`src/shared/arsc_regs.svh`:
```
`ifndef ARSC_REGS_SVH
`define ARSC_REGS_SVH

// Register pages and addresses
`define ARSC_PAGE_OFFSET      4'hf
`define ARSC_ADDR_OFFSET_HIGH 8'h8e
`define ARSC_ADDR_OFFSET_LOW  8'h8d
`define ARSC_PAGE_REFCTL      4'h0
`define ARSC_ADDR_REFCTL      8'hd3

// Reference control layout
`define ARSC_REFCTL_RESET     8'h18
`define ARSC_REFCTL_WMASK     8'h3c
`define ARSC_GND_BIT          5
`define ARSC_REFSEL_MSB       4
`define ARSC_REFSEL_LSB       3
`define ARSC_SENSOR_BIT       2

// Offset layout
`define ARSC_OFFSET_WIDTH     10
`define ARSC_LOW_UNUSED       6'h00

`endif

```
`src/shared/arsc_pkg.sv`:
```
package arsc_pkg;

   typedef enum logic [1:0]
   {
      REF_EXT_PIN    = 2'b00,
      REF_SUPPLY_PIN = 2'b01,
      REF_DIG_SUPPLY = 2'b10,
      REF_FAST_INT   = 2'b11
   } arsc_ref_src_t;

   typedef enum logic [1:0]
   {
      GND_PIN        = 2'b00,
      GND_ANALOG_PIN = 2'b01,
      GND_CHIP       = 2'b10
   } arsc_gnd_src_t;

   typedef enum logic [1:0]
   {
      PHASE_IDLE     = 2'b00,
      PHASE_TRACK    = 2'b01,
      PHASE_CONVERT  = 2'b10
   } arsc_phase_t;

   typedef struct packed
   {
      arsc_phase_t phase;
      logic        temp_selected;
   } arsc_conv_status_t;

   typedef struct packed
   {
      arsc_ref_src_t ref_src;
      arsc_gnd_src_t gnd_src;
      logic          fast_ref_on;
      logic          sensor_enable;
   } arsc_conv_ctrl_t;

endpackage

```
`src/verilog/arsc_offset_store.sv`:
```
`timescale 1ns/1ps
`include "arsc_regs.svh"

module arsc_offset_store
#(
   parameter int WIDTH = `ARSC_OFFSET_WIDTH
)
(
   input  wire logic             clk,         // System clock
   input  wire logic             fuse_load,   // Pulse: take factory value
   input  wire logic [WIDTH-1:0] fuse_value,  // Factory trim word
   output logic      [WIDTH-1:0] offset       // Stored sensor offset
);

   logic [WIDTH-1:0] next_offset;

   always_comb
   begin
      next_offset = offset;
      if (fuse_load)
      begin
         next_offset = fuse_value;
      end
   end

   // No reset on purpose: the trim value survives a device reset
   always_ff @(posedge clk)
   begin
      offset <= next_offset;
   end

endmodule

```
`src/verilog/arsc_reference_control.sv`:
```
// Operation
// RULE_01 - A read-only high byte at page 0xF address 0x8E returns offset bits 9 to 2.
// RULE_02 - A read-only low byte at 0x8D returns offset bits 1 and 0 in bits 7:6, zeros below.
// RULE_03 - Field 4:3 routes external pin, supply pin, 1.8 V supply or 1.65 V fast reference.
// RULE_04 - With code 11 the fast reference is switched on only while a conversion needs it.
// RULE_05 - Bit 5 picks the ground pin (0) or analog ground pin (1) for tracking and conversion.
// RULE_06 - Sampling the temperature sensor always uses chip ground, overriding bit 5.
// RULE_07 - With the fast reference selected, conversion always uses chip ground.
// RULE_08 - Bit 2 enables the temperature sensor; cleared, the sensor output floats.
// RULE_09 - Bits 7:6 and 1:0 of reference control read as zero and ignore writes.
// RULE_10 - Reference control sits at page 0x0 address 0xD3 and resets to fast reference.
// RULE_11 - The offset holds a factory sensor measurement and keeps it across resets.
// RULE_12 - Writes to the offset bytes never change the stored offset.
`timescale 1ns/1ps
`include "arsc_regs.svh"

module arsc_reference_control
#(
   parameter int OFFSET_WIDTH = `ARSC_OFFSET_WIDTH
)
(
   input  wire logic                        clk,         // System clock, 20 MHz
   input  wire logic                        resetn,      // Async reset, active low
   input  wire logic [3:0]                  sfr_page,    // Register page
   input  wire logic [7:0]                  sfr_addr,    // Register address
   input  wire logic [7:0]                  sfr_wdata,   // Write data
   input  wire logic                        sfr_wr,      // Write strobe
   input  wire logic                        sfr_rd,      // Read strobe
   output logic      [7:0]                  sfr_rdata,   // Read data, registered
   input  wire logic                        fuse_load,   // Factory value load pulse
   input  wire logic [OFFSET_WIDTH-1:0]     fuse_value,  // Factory offset word
   input  wire arsc_pkg::arsc_conv_status_t conv_status, // Converter phase and input
   output arsc_pkg::arsc_conv_ctrl_t        conv_ctrl    // Reference, ground, enables
);

   ////////////////////////////////////////////////////////////////////////////////
   // Decode

   logic [OFFSET_WIDTH-1:0] offset;
   logic                    hit_high;
   logic                    hit_low;
   logic                    hit_refctl;

   always_comb
   begin
      hit_high   = (sfr_page == `ARSC_PAGE_OFFSET) && (sfr_addr == `ARSC_ADDR_OFFSET_HIGH);
      hit_low    = (sfr_page == `ARSC_PAGE_OFFSET) && (sfr_addr == `ARSC_ADDR_OFFSET_LOW);
      hit_refctl = (sfr_page == `ARSC_PAGE_REFCTL) && (sfr_addr == `ARSC_ADDR_REFCTL);
   end

   ////////////////////////////////////////////////////////////////////////////////
   // Factory offset

   // Store has no write path from the bus at all
   arsc_offset_store
   #(
      .WIDTH      (OFFSET_WIDTH)
   )
   u_offset_store
   (
      .clk        (clk),
      .fuse_load  (fuse_load),   // see RULE_11
      .fuse_value (fuse_value),  // see RULE_12
      .offset     (offset)
   );

   ////////////////////////////////////////////////////////////////////////////////
   // Reference control register

   logic [7:0] reference_control;
   logic [7:0] next_reference_control;

   always_comb
   begin
      next_reference_control = reference_control;
      if (sfr_wr && hit_refctl)
      begin
         // Unused bits forced low
         next_reference_control = sfr_wdata & `ARSC_REFCTL_WMASK; // see RULE_09
      end
   end

   always_ff @(posedge clk or negedge resetn)
   begin
      if (!resetn)
      begin
         reference_control <= `ARSC_REFCTL_RESET; // see RULE_10
      end
      else
      begin
         reference_control <= next_reference_control;
      end
   end

   ////////////////////////////////////////////////////////////////////////////////
   // Read path

   logic [7:0] next_sfr_rdata;

   always_comb
   begin
      next_sfr_rdata = sfr_rdata;
      if (sfr_rd)
      begin
         if (hit_high)
         begin
            next_sfr_rdata = offset[OFFSET_WIDTH-1:OFFSET_WIDTH-8]; // see RULE_01
         end
         else if (hit_low)
         begin
            next_sfr_rdata = {offset[1:0], `ARSC_LOW_UNUSED}; // see RULE_02
         end
         else if (hit_refctl)
         begin
            next_sfr_rdata = reference_control;
         end
         else
         begin
            next_sfr_rdata = 8'h00;
         end
      end
   end

   always_ff @(posedge clk or negedge resetn)
   begin
      if (!resetn)
      begin
         sfr_rdata <= 8'h00;
      end
      else
      begin
         sfr_rdata <= next_sfr_rdata;
      end
   end

   ////////////////////////////////////////////////////////////////////////////////
   // Converter side

   arsc_pkg::arsc_ref_src_t   sel_ref;
   logic                      sel_analog_gnd;
   arsc_pkg::arsc_conv_ctrl_t next_conv_ctrl;

   always_comb
   begin
      sel_ref        = arsc_pkg::arsc_ref_src_t'(
                          reference_control[`ARSC_REFSEL_MSB:`ARSC_REFSEL_LSB]);
      sel_analog_gnd = reference_control[`ARSC_GND_BIT];

      next_conv_ctrl               = conv_ctrl;
      next_conv_ctrl.ref_src       = sel_ref; // see RULE_03
      next_conv_ctrl.sensor_enable = reference_control[`ARSC_SENSOR_BIT]; // see RULE_08

      // Fast reference powered only while tracking or converting
      // Unused phase code counts as idle, so the buffer stays off
      next_conv_ctrl.fast_ref_on = (sel_ref == arsc_pkg::REF_FAST_INT)
         && ((conv_status.phase == arsc_pkg::PHASE_TRACK)
             || (conv_status.phase == arsc_pkg::PHASE_CONVERT)); // see RULE_04

      unique case (conv_status.phase)
         arsc_pkg::PHASE_TRACK:
         begin
            if (conv_status.temp_selected)
            begin
               next_conv_ctrl.gnd_src = arsc_pkg::GND_CHIP; // see RULE_06
            end
            else
            begin
               next_conv_ctrl.gnd_src = sel_analog_gnd ? arsc_pkg::GND_ANALOG_PIN
                                                       : arsc_pkg::GND_PIN; // see RULE_05
            end
         end
         arsc_pkg::PHASE_CONVERT:
         begin
            if (sel_ref == arsc_pkg::REF_FAST_INT)
            begin
               next_conv_ctrl.gnd_src = arsc_pkg::GND_CHIP; // see RULE_07
            end
            else
            begin
               next_conv_ctrl.gnd_src = sel_analog_gnd ? arsc_pkg::GND_ANALOG_PIN
                                                       : arsc_pkg::GND_PIN; // see RULE_05
            end
         end
         default:
         begin
            // Idle and the unused phase code both fall back to the chosen pin
            next_conv_ctrl.gnd_src = sel_analog_gnd ? arsc_pkg::GND_ANALOG_PIN
                                                    : arsc_pkg::GND_PIN; // see RULE_05
         end
      endcase
   end

   always_ff @(posedge clk or negedge resetn)
   begin
      if (!resetn)
      begin
         conv_ctrl.ref_src       <= arsc_pkg::REF_FAST_INT;
         conv_ctrl.gnd_src       <= arsc_pkg::GND_PIN;
         conv_ctrl.fast_ref_on   <= 1'b0;
         conv_ctrl.sensor_enable <= 1'b0;
      end
      else
      begin
         conv_ctrl <= next_conv_ctrl;
      end
   end

   ////////////////////////////////////////////////////////////////////////////////
   // Checks

   logic first_cycle;

   always_ff @(posedge clk or negedge resetn)
   begin
      if (!resetn)
      begin
         first_cycle <= 1'b1;
      end
      else
      begin
         first_cycle <= 1'b0;
      end
   end
endmodule
```
`config.mk`:
```
export PLATFORM = sky130hd
export DESIGN_NAME = arsc_reference_control
export DESIGN_NICKNAME = d
export VERILOG_FILES = /design/src/shared/arsc_pkg.sv /design/src/verilog/arsc_offset_store.sv /design/src/verilog/arsc_reference_control.sv
export VERILOG_INCLUDE_DIRS = /design/src /design/src/shared
export SDC_FILE = /design/constraint.sdc
export NUM_CORES = 1
export LEC_CHECK = 0
export ABC_AREA = 1
export BUFFER_PORTS_ARGS = -buffer_cell sky130_fd_sc_hd__buf_4
export CAP_MARGIN = 5
export CORE_MARGIN = 2
export CORE_UTILIZATION = 42
export CTS_BUF_LIST = sky130_fd_sc_hd__clkbuf_4 sky130_fd_sc_hd__clkbuf_8 sky130_fd_sc_hd__clkbuf_16
export CTS_CLUSTER_DIAMETER = 40
export CTS_CLUSTER_SIZE = 25
export DETAILED_ROUTE_END_ITERATION = 12
export PLACE_DENSITY = 0.77
export SYNTH_ARGS = -nofsm -noshare
export SYNTH_HDL_FRONTEND = slang
export SYNTH_SLANG_ARGS = --single-unit
```
`constraint.sdc`:
```
create_clock -name clk -period 0.8 [get_ports clk]
set_input_delay 0.16 -clock clk [delete_from_list [all_inputs] [get_ports clk]]
set_output_delay 0.16 -clock clk [all_outputs]
set_load 0.02 [all_outputs]
```
Word level (Yosys, flattened, before mapping). Index checks and enable logic that the tools add are counted.

Flip-flop bits (word level): 28. Bits in latches: 0. Bits in writable memories: 0. ROM bits: 0. Memories kept: 0.

Add/subtract/negate cells: 0. $mul: 0. Divide/modulo/power cells: 0. $lt $le $gt $ge: 0. Equality and inequality tests: 7. Shift operators: 0. Multiplexer cells: 7. Bitwise operators: 0. Reduce and logical (&&, ||, !) cells: 7.

Operators by type and width (number): $eq 8x8->1 const B (3); $mux 8 (2); $mux 6 (1); $logic_and 1x1->1 (5); $eq 2x2->1 const B (2); $eq 4x4->1 const B (1); $logic_not 4->1 (1); $mux 2 (2); $pmux 2 s2 (1); $eq 2x1->1 const B (1); $logic_or 1x1->1 (1); $mux 1 (1).

Longest topological paths before layout. Gate-level depths: netlist (run 1).

Depth in word-level cells: 5. Depth in mapped cells: 8.

Hierarchy. From an unflattened synthesis (run 1), not the netlist that was laid out.

Cell total of the unflattened synthesis: 136. Area total of the unflattened synthesis: 1293.7 µm².

Modules (own cells, without submodules): arsc_reference_control (times used 1, cells an instance 126, area an instance 993.5 µm²); arsc_offset_store (times used 1, cells an instance 10, area an instance 300.3 µm²).

Worst setup path before layout (run 1). OpenSTA, ideal clock, no wires.

Path type: register to register. From: reg reference_control[3]. To: reg conv_ctrl[3] in the netlist's numbering. Library setup time: 0.083 ns. Data arrival time: 0.789 ns. Data required time: 0.717 ns. Slack: -0.071 ns. Stages on the path, launching flop included: 5. Path buffers: 0. Period minus slack after synthesis: 0.871 ns. Path through: dfstp_2 nand2_1 nor2_1 nand2_1 o21ai_0.

RTL lines: from (decl) (line arsc_reference_control.sv:70) `logic [7:0] reference_control;`; from (signal assigned) (line arsc_reference_control.sv:87) `` reference_control <= `ARSC_REFCTL_RESET; ``; from (signal assigned) (line arsc_reference_control.sv:91) `reference_control <= next_reference_control;`; to (signal assigned) (line arsc_reference_control.sv:204) `conv_ctrl <= next_conv_ctrl;`; to (decl) (line arsc_reference_control.sv:33) `output arsc_pkg::arsc_conv_ctrl_t conv_ctrl`.

Worst setup path in the final report (run 1).
From: reg conv_ctrl[5] in the netlist's numbering. To: out conv_ctrl[5] in the netlist's numbering.

No word-level cell between the ends.

==> results of run 1 <==
## cell usage after synthesis
cell type  number  area [sq um]
dfstp_2         4           105
dfrtp_1        14           350
a21oi_1         1          5.00
inv_2           1          3.75
ha_1            2          25.0
and2_2          1          7.51
nand4_1         8          50.1
nor2_8          1          20.0
nor2_4          2          22.5
nor2_1          5          18.8
nand2_4         1          11.3
o21ai_2         1          8.76
a21boi_0        1          7.51
nand3_1         5          25.0
o21ai_0         1          5.00
nand3_4         1          17.5
edfxtp_1       10           300
nand2_2         1          6.26
nand2_1        45           169
inv_1          14          52.6
nor2_2          2          12.5
buf_6           1          11.3
o21ai_1         5          25.0
## worst register-to-register path: cells and delay by family (launching register included)
| family | cells | cell delay, ns |
|---|---|---|
| flip-flops | 1 | 0.61 |
| AND/OR/NAND/NOR | 3 | 0.22 |
| AO/OA/AOI/OAI | 1 | 0.06 |
## what timing repair did
action,4_1_cts,5_1_grt
pin swaps,7,11
endpoints found under the hold margin,27,1
gates resized for setup,19,6
hold buffers,10,1
setup endpoints to repair,20,24
buffers inserted,7,5
## stage by stage
step           TNS [ns]  utilization
2_1_floorplan   -0.0766            -
3_3_place_gp      -1.92        0.587
3_5_place_dp      -2.53        0.587
4_1_cts           -3.92        0.679
5_1_grt           -4.83        0.699
6_report          -3.89        0.699
## logic make-up after synthesis
group                    Yosys count
flip-flops                        28
AND/OR/NAND/NOR                   72
adder cells (fa/ha/maj)            2
buffers and inverters             16
AO/OA/AOI/OAI                      9
## per-layer routing
layer | vias up | GRT usage | wire length, um
met5 | - | 0 | 0
met2 | 37 | 0.311 | 1500
met1 | 500 | 0.180 | 1030
li1 | 559 | - | -
met3 | 2 | 0.0418 | 119
met4 | 0 | 0.0357 | 13
## registers in the layout, indices dropped and copies added (netlist names)
register	cells
conv_ctrl	6
sfr_rdata	8
reference_control	4
u_offset_store.offset	10
## power by group
group / total [mW] / switching, mW / leakage (nW) / internal, mW
combinational: 0.320 / 0.145 / 0.657 / 0.175
clock: 0.653 / 0.375 / 0.0210 / 0.278
sequential: 1.55 / 0.0136 / 0.335 / 1.54
total: 2.52 / 0.533 / 1.01 / 1.99
## cell type report
type | count | area [sq um] | share of cell area
multi-input combinational | 83 | 473 | 0.241
inverter | 15 | 56.3 | 0.0287
sequential | 28 | 756 | 0.385
timing repair buffer | 69 | 602 | 0.307
clock buffer | 4 | 36.3 | 0.0185
tap | 31 | 38.8 | 0.0198
## path summary, 6_finish.rpt
check	start	end	slack, ns	cells past startpoint
max	conv_ctrl[5]$_DFF_PN1_	conv_ctrl[5]	-0.33	1
min	sfr_wdata[4]	reference_control[4]$_DFFE_PN1P_	0.05	3
max reg2reg	reference_control[3]$_DFFE_PN1P_	conv_ctrl[3]$_DFF_PN0_	-0.15	4
min reg2reg	reference_control[4]$_DFFE_PN1P_	conv_ctrl[5]$_DFF_PN1_	0.41	0
max in group asynchronous	resetn	conv_ctrl[4]$_DFF_PN1_	0.33	2
min in group asynchronous	resetn	sfr_rdata[0]$_DFFE_PN0P_	0.22	2
==> results.txt, run 1 <==
Via count: 1098
Num CTS Buffers: 3
# IOs: 52
TritonCTS clock tree: done
Worst-path cell chain: buf_6
H-tree levels: 1
Max-slew violation count: 0
Dpl cells: 204
Synth Instances: 127
Worst-path clk slew: 0.13 ns
Root buffer cell: clkbuf_4
Mux contribution to synthesized area: 0
Initial Util: 0.449
Final RePlAce weighted congestion: 0.833
Final net count: 240
WL final: 2670 um
Worst path max stage delay: 0.55 ns
Iter 0 DRT Violations: 30
Slowest stage cell, crit path: dfstp_2
Failing checks: DRC, setup timing
Area post-placement: 1650 sq um
Largest net degree at the start of global routing: 19
RSZ-0062 raised after global routing: yes
Final instance area: 1960 sq um
Pwr/cell area: 1290 nW/um^2
Yosys synthesis warning count: 0
Die X: 58.8 um
Sequential area share after synthesis: 0.600
Worst path bufs/invs: 1
DRT Pass-1 Iters: 8
Avg WL per Cell: 11.6 um
Actual slew at the worst max-slew pin: 0.258 ns
Worst Hold Class: primary input to flop
Lkg Pwr: 1.01 nW
Post-Route Skew: 0.00571 ns
Outcome: finished with violations
Post-route ant nets: 0
Grt total ovfl: 0
Mapped Avg Cell Area: 9.92 sq um
Vias per cell: 4.77
Largest family of logic cells by synthesized area: simple AND/OR/NAND/NOR gates
Adder-Cell Fraction of Synth Area: 0.0199
Crit-path max FO: 1
Share of cells above drive strength 1: 0.442
Global-route wire length before repair: 4310 um
# DRC: 2
# diodes: 0
Final hold vios: 0
Vias in the first global route: 1069
Setup violators final: 21
Total track usage: 0.163
# Max-Cap Violations: 0
CP arrival: 0.97 ns
I/O Buffers: 47
Synth unique cells: 23
Compound-Gate Fraction of Synth Area: 0.0407
Simple-Gate Fraction of Synth Area: 0.286
Crit end category: output pin
Num rows: 19
Peak VDD IR: 1.18 mV
Post-DP HPWL: 1920 um
Die Ht: 58.8 um
Fillcell total: 207
Net count after synthesis: 167
Normalized max-slew margin: 0.828
Pre-CTS worst setup slack: -0.222 ns
Highest clock rate: 882 MHz
Clock Tree Buf Depth: 2
Xor/xnor share of the synthesized area: 0
Final min period: 1.13 ns
CTS Sinks: 28
Worst setup margin: -0.334 ns
Most frequent cells in the layout: buf_4, nand2_1, buf_6, dfrtp_1, inv_1
Final Total Pwr: 2.52 mW
Fin Hold WS: 0.0521 ns
Area grow syn2layout: 55.7%
Crit share post-route: 1.42
Clk Latency, worst-skew pair: 0.32 ns
Worst EP required: 0.64 ns
CP Class: flop to output pin
Most common cell after layout, fill and taps aside: buf_4
Die Footprint: 3450 sq um
Layout Cells excl Fill: 230
Cell Area, Synth: 1260 sq um
Core box area: 2810 sq um
CP Launch Type: flop
Yosys reg bits: 28
CP delay by family, top: flip-flops
Initial antenna violation count: 0
Note: power is estimated with default switching activity, not from simulation.
==> inputs of run 2 (changes only) <==
CORE_ASPECT_RATIO = 0.8   (was not set)
==> run 2 against run 1 <==
Net effect: the run ends with setup timing left; clock power rose by 47%; wire length is 3.7% higher; worst hold slack better by 0.0040 ns; setup slack improved by 0.042 ns; core utilization down 0.73 points; first-iteration DRC count unchanged.
==> results.txt, run 2 (synthesis gave the netlist of run 1 again) <==
Clock Tree Buf Depth: 2
Worst Hold Class: primary input to flop
Worst setup margin: -0.292 ns
Post-route ant nets: 0
Die X: 65.2 um
CP arrival: 0.93 ns
Failing checks: setup timing
Grt total ovfl: 0
Initial Util: 0.449
Iter 0 DRT Violations: 30
Most common cell after layout, fill and taps aside: buf_4
Worst path max stage delay: 0.55 ns
Lkg Pwr: 1.01 nW
Post-DP HPWL: 2130 um
Avg WL per Cell: 12.0 um
Core Util, Final: 0.692
CP delay by family, top: flip-flops
Clk Latency, worst-skew pair: 0.27 ns
DRT Pass-1 Iters: 4
RSZ-0062 raised after global routing: yes
Vias in the first global route: 1031
Pwr/cell area: 1440 nW/um^2
Num CTS Buffers: 3
CP Class: flop to output pin
WL final: 2760 um
# DRC: 0
Worst EP required: 0.64 ns
TritonCTS clock tree: done
Global-route wire length before repair: 4460 um
Root buffer cell: clkbuf_8
Max-slew violation count: 0
Highest clock rate: 916 MHz
Die Footprint: 3460 sq um
Critical Path Sink: conv_ctrl[4]
Reg2Reg Launch Point: reference_control[4]$_DFFE_PN1P_
Crit end category: output pin
Worst-path cell chain: buf_6
Setup violators final: 23
RR Endpoint: conv_ctrl[3]$_DFF_PN0_
Slowest stage cell, crit path: dfstp_2
Via count: 1080
# IOs: 52
Largest net degree at the start of global routing: 19
Worst-path clk slew: 0.09 ns
Post-Route Skew: 0.00455 ns
Initial antenna violation count: 0
I/O Buffers: 47
Vias per cell: 4.68
Actual slew at the worst max-slew pin: 0.255 ns
# Max-Cap Violations: 0
Max reg flops: 10
Total track usage: 0.172
Crit share post-route: 1.36
Hold Path Cell Cnt: 1
Final hold vios: 0
Dpl cells: 213
Core box area: 2810 sq um
Share of cells above drive strength 1: 0.472
H-tree levels: 1
Critical Path Start: conv_ctrl[4]$_DFF_PN1_
Largest registers: u_offset_store.offset (10), sfr_rdata (8), conv_ctrl (6)
CP Launch Type: flop
Final RePlAce weighted congestion: 0.774
CTS Sinks: 28
Final min period: 1.09 ns
Area grow syn2layout: 54.2%
Layout Cells excl Fill: 231
Die Ht: 53.0 um
Worst R2R Setup Slack: -0.16 ns
Cell count along the critical path: 1
Normalized max-slew margin: 0.830
Reg with most FFs: u_offset_store.offset
Crit-path max FO: 1
# diodes: 0
Final Total Pwr: 2.80 mW
Peak VDD IR: 1.21 mV
Num rows: 17
Most frequent cells in the layout: buf_4, nand2_1, buf_6, dfrtp_1, inv_1
Final net count: 234
Outcome: finished with violations
Cell count of the worst reg-to-reg path: 4
Worst path bufs/invs: 1
## run 2: cell count changes in the layout (fill, tap and decap cells not counted)
cell,change
clkbuf_8,+2
nand2_1,+1
dlygate4sd3_1,-10
clkbuf_16,+1
clkbuf_4,-3
nand2_2,-1
buf_6,+4
## run 2: report_power, final
part           total, mW  internal (mW)  switching (mW)  leakage [nW]
sequential          1.55           1.54          0.0148         0.335
combinational      0.285          0.145           0.140         0.640
clock              0.963          0.544           0.419        0.0339
total               2.80           2.22           0.574          1.01
## run 2: area by class of cell
| class | count | area [sq um] |
|---|---|---|
| flip-flops and latches | 28 | 756 |
| repair buffers | 63 | 547 |
| inverters | 15 | 56.3 |
| multi-input cells | 83 | 470 |
| clock buffers | 4 | 66.3 |
| fillers | 212 | 865 |
| well taps | 38 | 47.5 |
## run 2: how the worst min path moves through the flow
stage,end,start
after floorplan,conv_ctrl[0]$_DFF_PN0_,resetn
after global placement,conv_ctrl[3]$_DFF_PN0_,resetn
after detailed placement,conv_ctrl[1]$_DFF_PN0_,resetn
after CTS,u_offset_store.offset[2]$_DFFE_PP_,fuse_value[2]
after global routing,u_offset_store.offset[3]$_DFFE_PP_,fuse_value[3]
final,u_offset_store.offset[2]$_DFFE_PP_,fuse_value[2]
## run 2: routing by layer
metal	vias to the layer above	routed length, um	track usage
met5	-	0	0
met4	0	17	0.0451
li1	540	-	-
met2	40	1510	0.327
met3	2	184	0.0340
met1	498	1050	0.201
## run 2: timing repair
action,CTS,global route
gates resized for setup,23,6
endpoints found under the setup margin,21,24
pin swaps,5,5
endpoints found under the hold margin,18,0
setup buffers,9,6
hold buffers,1,0
## run 2: stage by stage
stage | instance area (sq um) | setup TNS (ns) | setup slack (ns) | hold slack, ns
after global routing | 1940 | -4.17 | -0.322 | 0.0462
after floorplan | 1270 | -0.0766 | -0.0712 | -0.136
final | 1940 | -3.37 | -0.292 | 0.0561
after detailed placement | 1670 | -2.54 | -0.238 | 0.0407
after CTS | 1900 | -3.27 | -0.287 | 0.0491
after global placement | 1670 | -1.95 | -0.166 | 0.0332
==> inputs of run 3 (changes only) <==
BUFFER_PORTS_ARGS = -buffer_cell sky130_fd_sc_hd__buf_2   (was -buffer_cell sky130_fd_sc_hd__buf_4)
SKIP_LAST_GASP = 1   (was not set)
==> run 3 against run 2 <==
Net effect: the run still ends with setup timing left; total power fell by 5.9%; global-route usage fell by 1.6 points; worst hold slack improved by 0.010 ns; sequential cell count did not move; wire length fell by 9.7%; critical path type unchanged; critical endpoint unchanged; highest routed layer unchanged.
==> results.txt, run 3 (synthesis gave the netlist of run 1 again) <==
Outcome: finished with violations
Failing checks: setup timing
# IOs: 52
Worst-path clk slew: 0.09 ns
Post-route ant nets: 0
WL final: 2500 um
Normalized max-slew margin: 0.741
Highest clock rate: 937 MHz
Avg WL per Cell: 11.1 um
Final hold vios: 0
Worst path bufs/invs: 1
FF+latch area: 756 sq um
# diodes: 0
Initial antenna violation count: 0
Area post-placement: 1550 sq um
Num rows: 17
CP Launch Type: flop
Setup TNS: -3.05 ns
CP arrival: 0.91 ns
CP delay by family, top: flip-flops
Final RePlAce weighted congestion: 0.816
Die X: 65.2 um
Share of cells above drive strength 1: 0.489
Layout Cells excl Fill: 224
Pwr/cell area: 1430 nW/um^2
Crit-path max FO: 1
Dpl cells: 213
Num CTS Buffers: 3
Worst Hold Class: primary input to flop
Final net count: 227
Clk Latency, worst-skew pair: 0.27 ns
Die Footprint: 3460 sq um
Grt total ovfl: 0
Initial Util: 0.449
CP Class: flop to output pin
Global-route wire length before repair: 4070 um
Worst setup margin: -0.267 ns
Peak VDD IR: 1.23 mV
H-tree levels: 1
Actual slew at the worst max-slew pin: 0.388 ns
TritonCTS clock tree: done
Fillcell total: 224
Iter 0 DRT Violations: 36
Final instance area: 1840 sq um
Fin Hold WS: 0.0666 ns
Pre-CTS worst setup slack: -0.203 ns
Die Ht: 53.0 um
Max-slew violation count: 0
Largest net degree at the start of global routing: 19
Worst-path cell chain: buf_6
Post-Route Skew: 0.00634 ns
# DRC: 0
Post-DP HPWL: 1920 um
RSZ-0062 raised after global routing: yes
Largest registers: u_offset_store.offset (10), sfr_rdata (8), conv_ctrl (6)
Area occupied by multi-input gates: 512 sq um
Crit share post-route: 1.33
CTS Sinks: 28
Slowest stage cell, crit path: dfstp_2
Reg with most FFs: u_offset_store.offset
Setup violators final: 21
Worst path max stage delay: 0.53 ns
Final min period: 1.07 ns
Via count: 1029
I/O Buffers: 47
Area grow syn2layout: 45.8%
# Max-Cap Violations: 0
DRT Pass-1 Iters: 4
Core box area: 2810 sq um
Crit end category: output pin
Most frequent cells in the layout: nand2_1, buf_2, buf_6, dfrtp_1, inv_1
Clock Tree Buf Depth: 2
Total track usage: 0.157
Lkg Pwr: 0.963 nW
Most common cell after layout, fill and taps aside: nand2_1
Root buffer cell: clkbuf_8
Worst EP required: 0.64 ns
Core Util, Final: 0.654
Vias in the first global route: 963
Vias per cell: 4.59
Final Total Pwr: 2.63 mW
Max reg flops: 10
[run 3: area by class of cell]
class	count	share of cell area
flip-flops and latches	28	0.411
multi-input cells	83	0.279
repair buffers	56	0.223
inverters	15	0.0307
clock buffers	4	0.0300
well taps	38	0.0259
[run 3: layer usage]
layer / vias to the layer above / wire [um] / global-route usage
li1: 528 / - / -
met1: 461 / 1070 / 0.201
met2: 38 / 1240 / 0.262
met3: 2 / 159 / 0.0489
met4: 0 / 17 / 0.0382
met5: - / 0 / 0
[run 3: where the power goes]
group / leakage (nW) / total, mW / internal, mW / switching (mW)
Sequential: 0.335 / 1.55 / 1.54 / 0.0141
Clock: 0.0288 / 0.833 / 0.440 / 0.394
Combinational: 0.600 / 0.249 / 0.105 / 0.145
Total: 0.963 / 2.63 / 2.08 / 0.553
[run 3: final timing paths]
check                                            startpoint  cells after the start  slack (ns)                                 end
max                                  conv_ctrl[4]$_DFF_PN1_                      1       -0.27                        conv_ctrl[4]
min                                           fuse_value[3]                      1        0.07  u_offset_store.offset[3]$_DFFE_PP_
max reg2reg                reference_control[3]$_DFFE_PN1P_                      4       -0.14              conv_ctrl[3]$_DFF_PN0_
min reg2reg                reference_control[2]$_DFFE_PN0P_                      1        0.50              conv_ctrl[0]$_DFF_PN0_
max in group asynchronous                            resetn                      2        0.14              conv_ctrl[4]$_DFF_PN1_
min in group asynchronous                            resetn                      2        0.33              conv_ctrl[0]$_DFF_PN0_
[run 3: what timing repair did]
| action | 4_1_cts | 5_1_grt |
|---|---|---|
| endpoints found under the hold margin | 14 | 0 |
| hold buffers | 1 | 0 |
| pin swaps | 6 | 15 |
| gates cloned | 0 | 0 |
| setup endpoints to repair | 21 | 28 |
| buffers inserted | 4 | 3 |
| resized for setup | 37 | 17 |
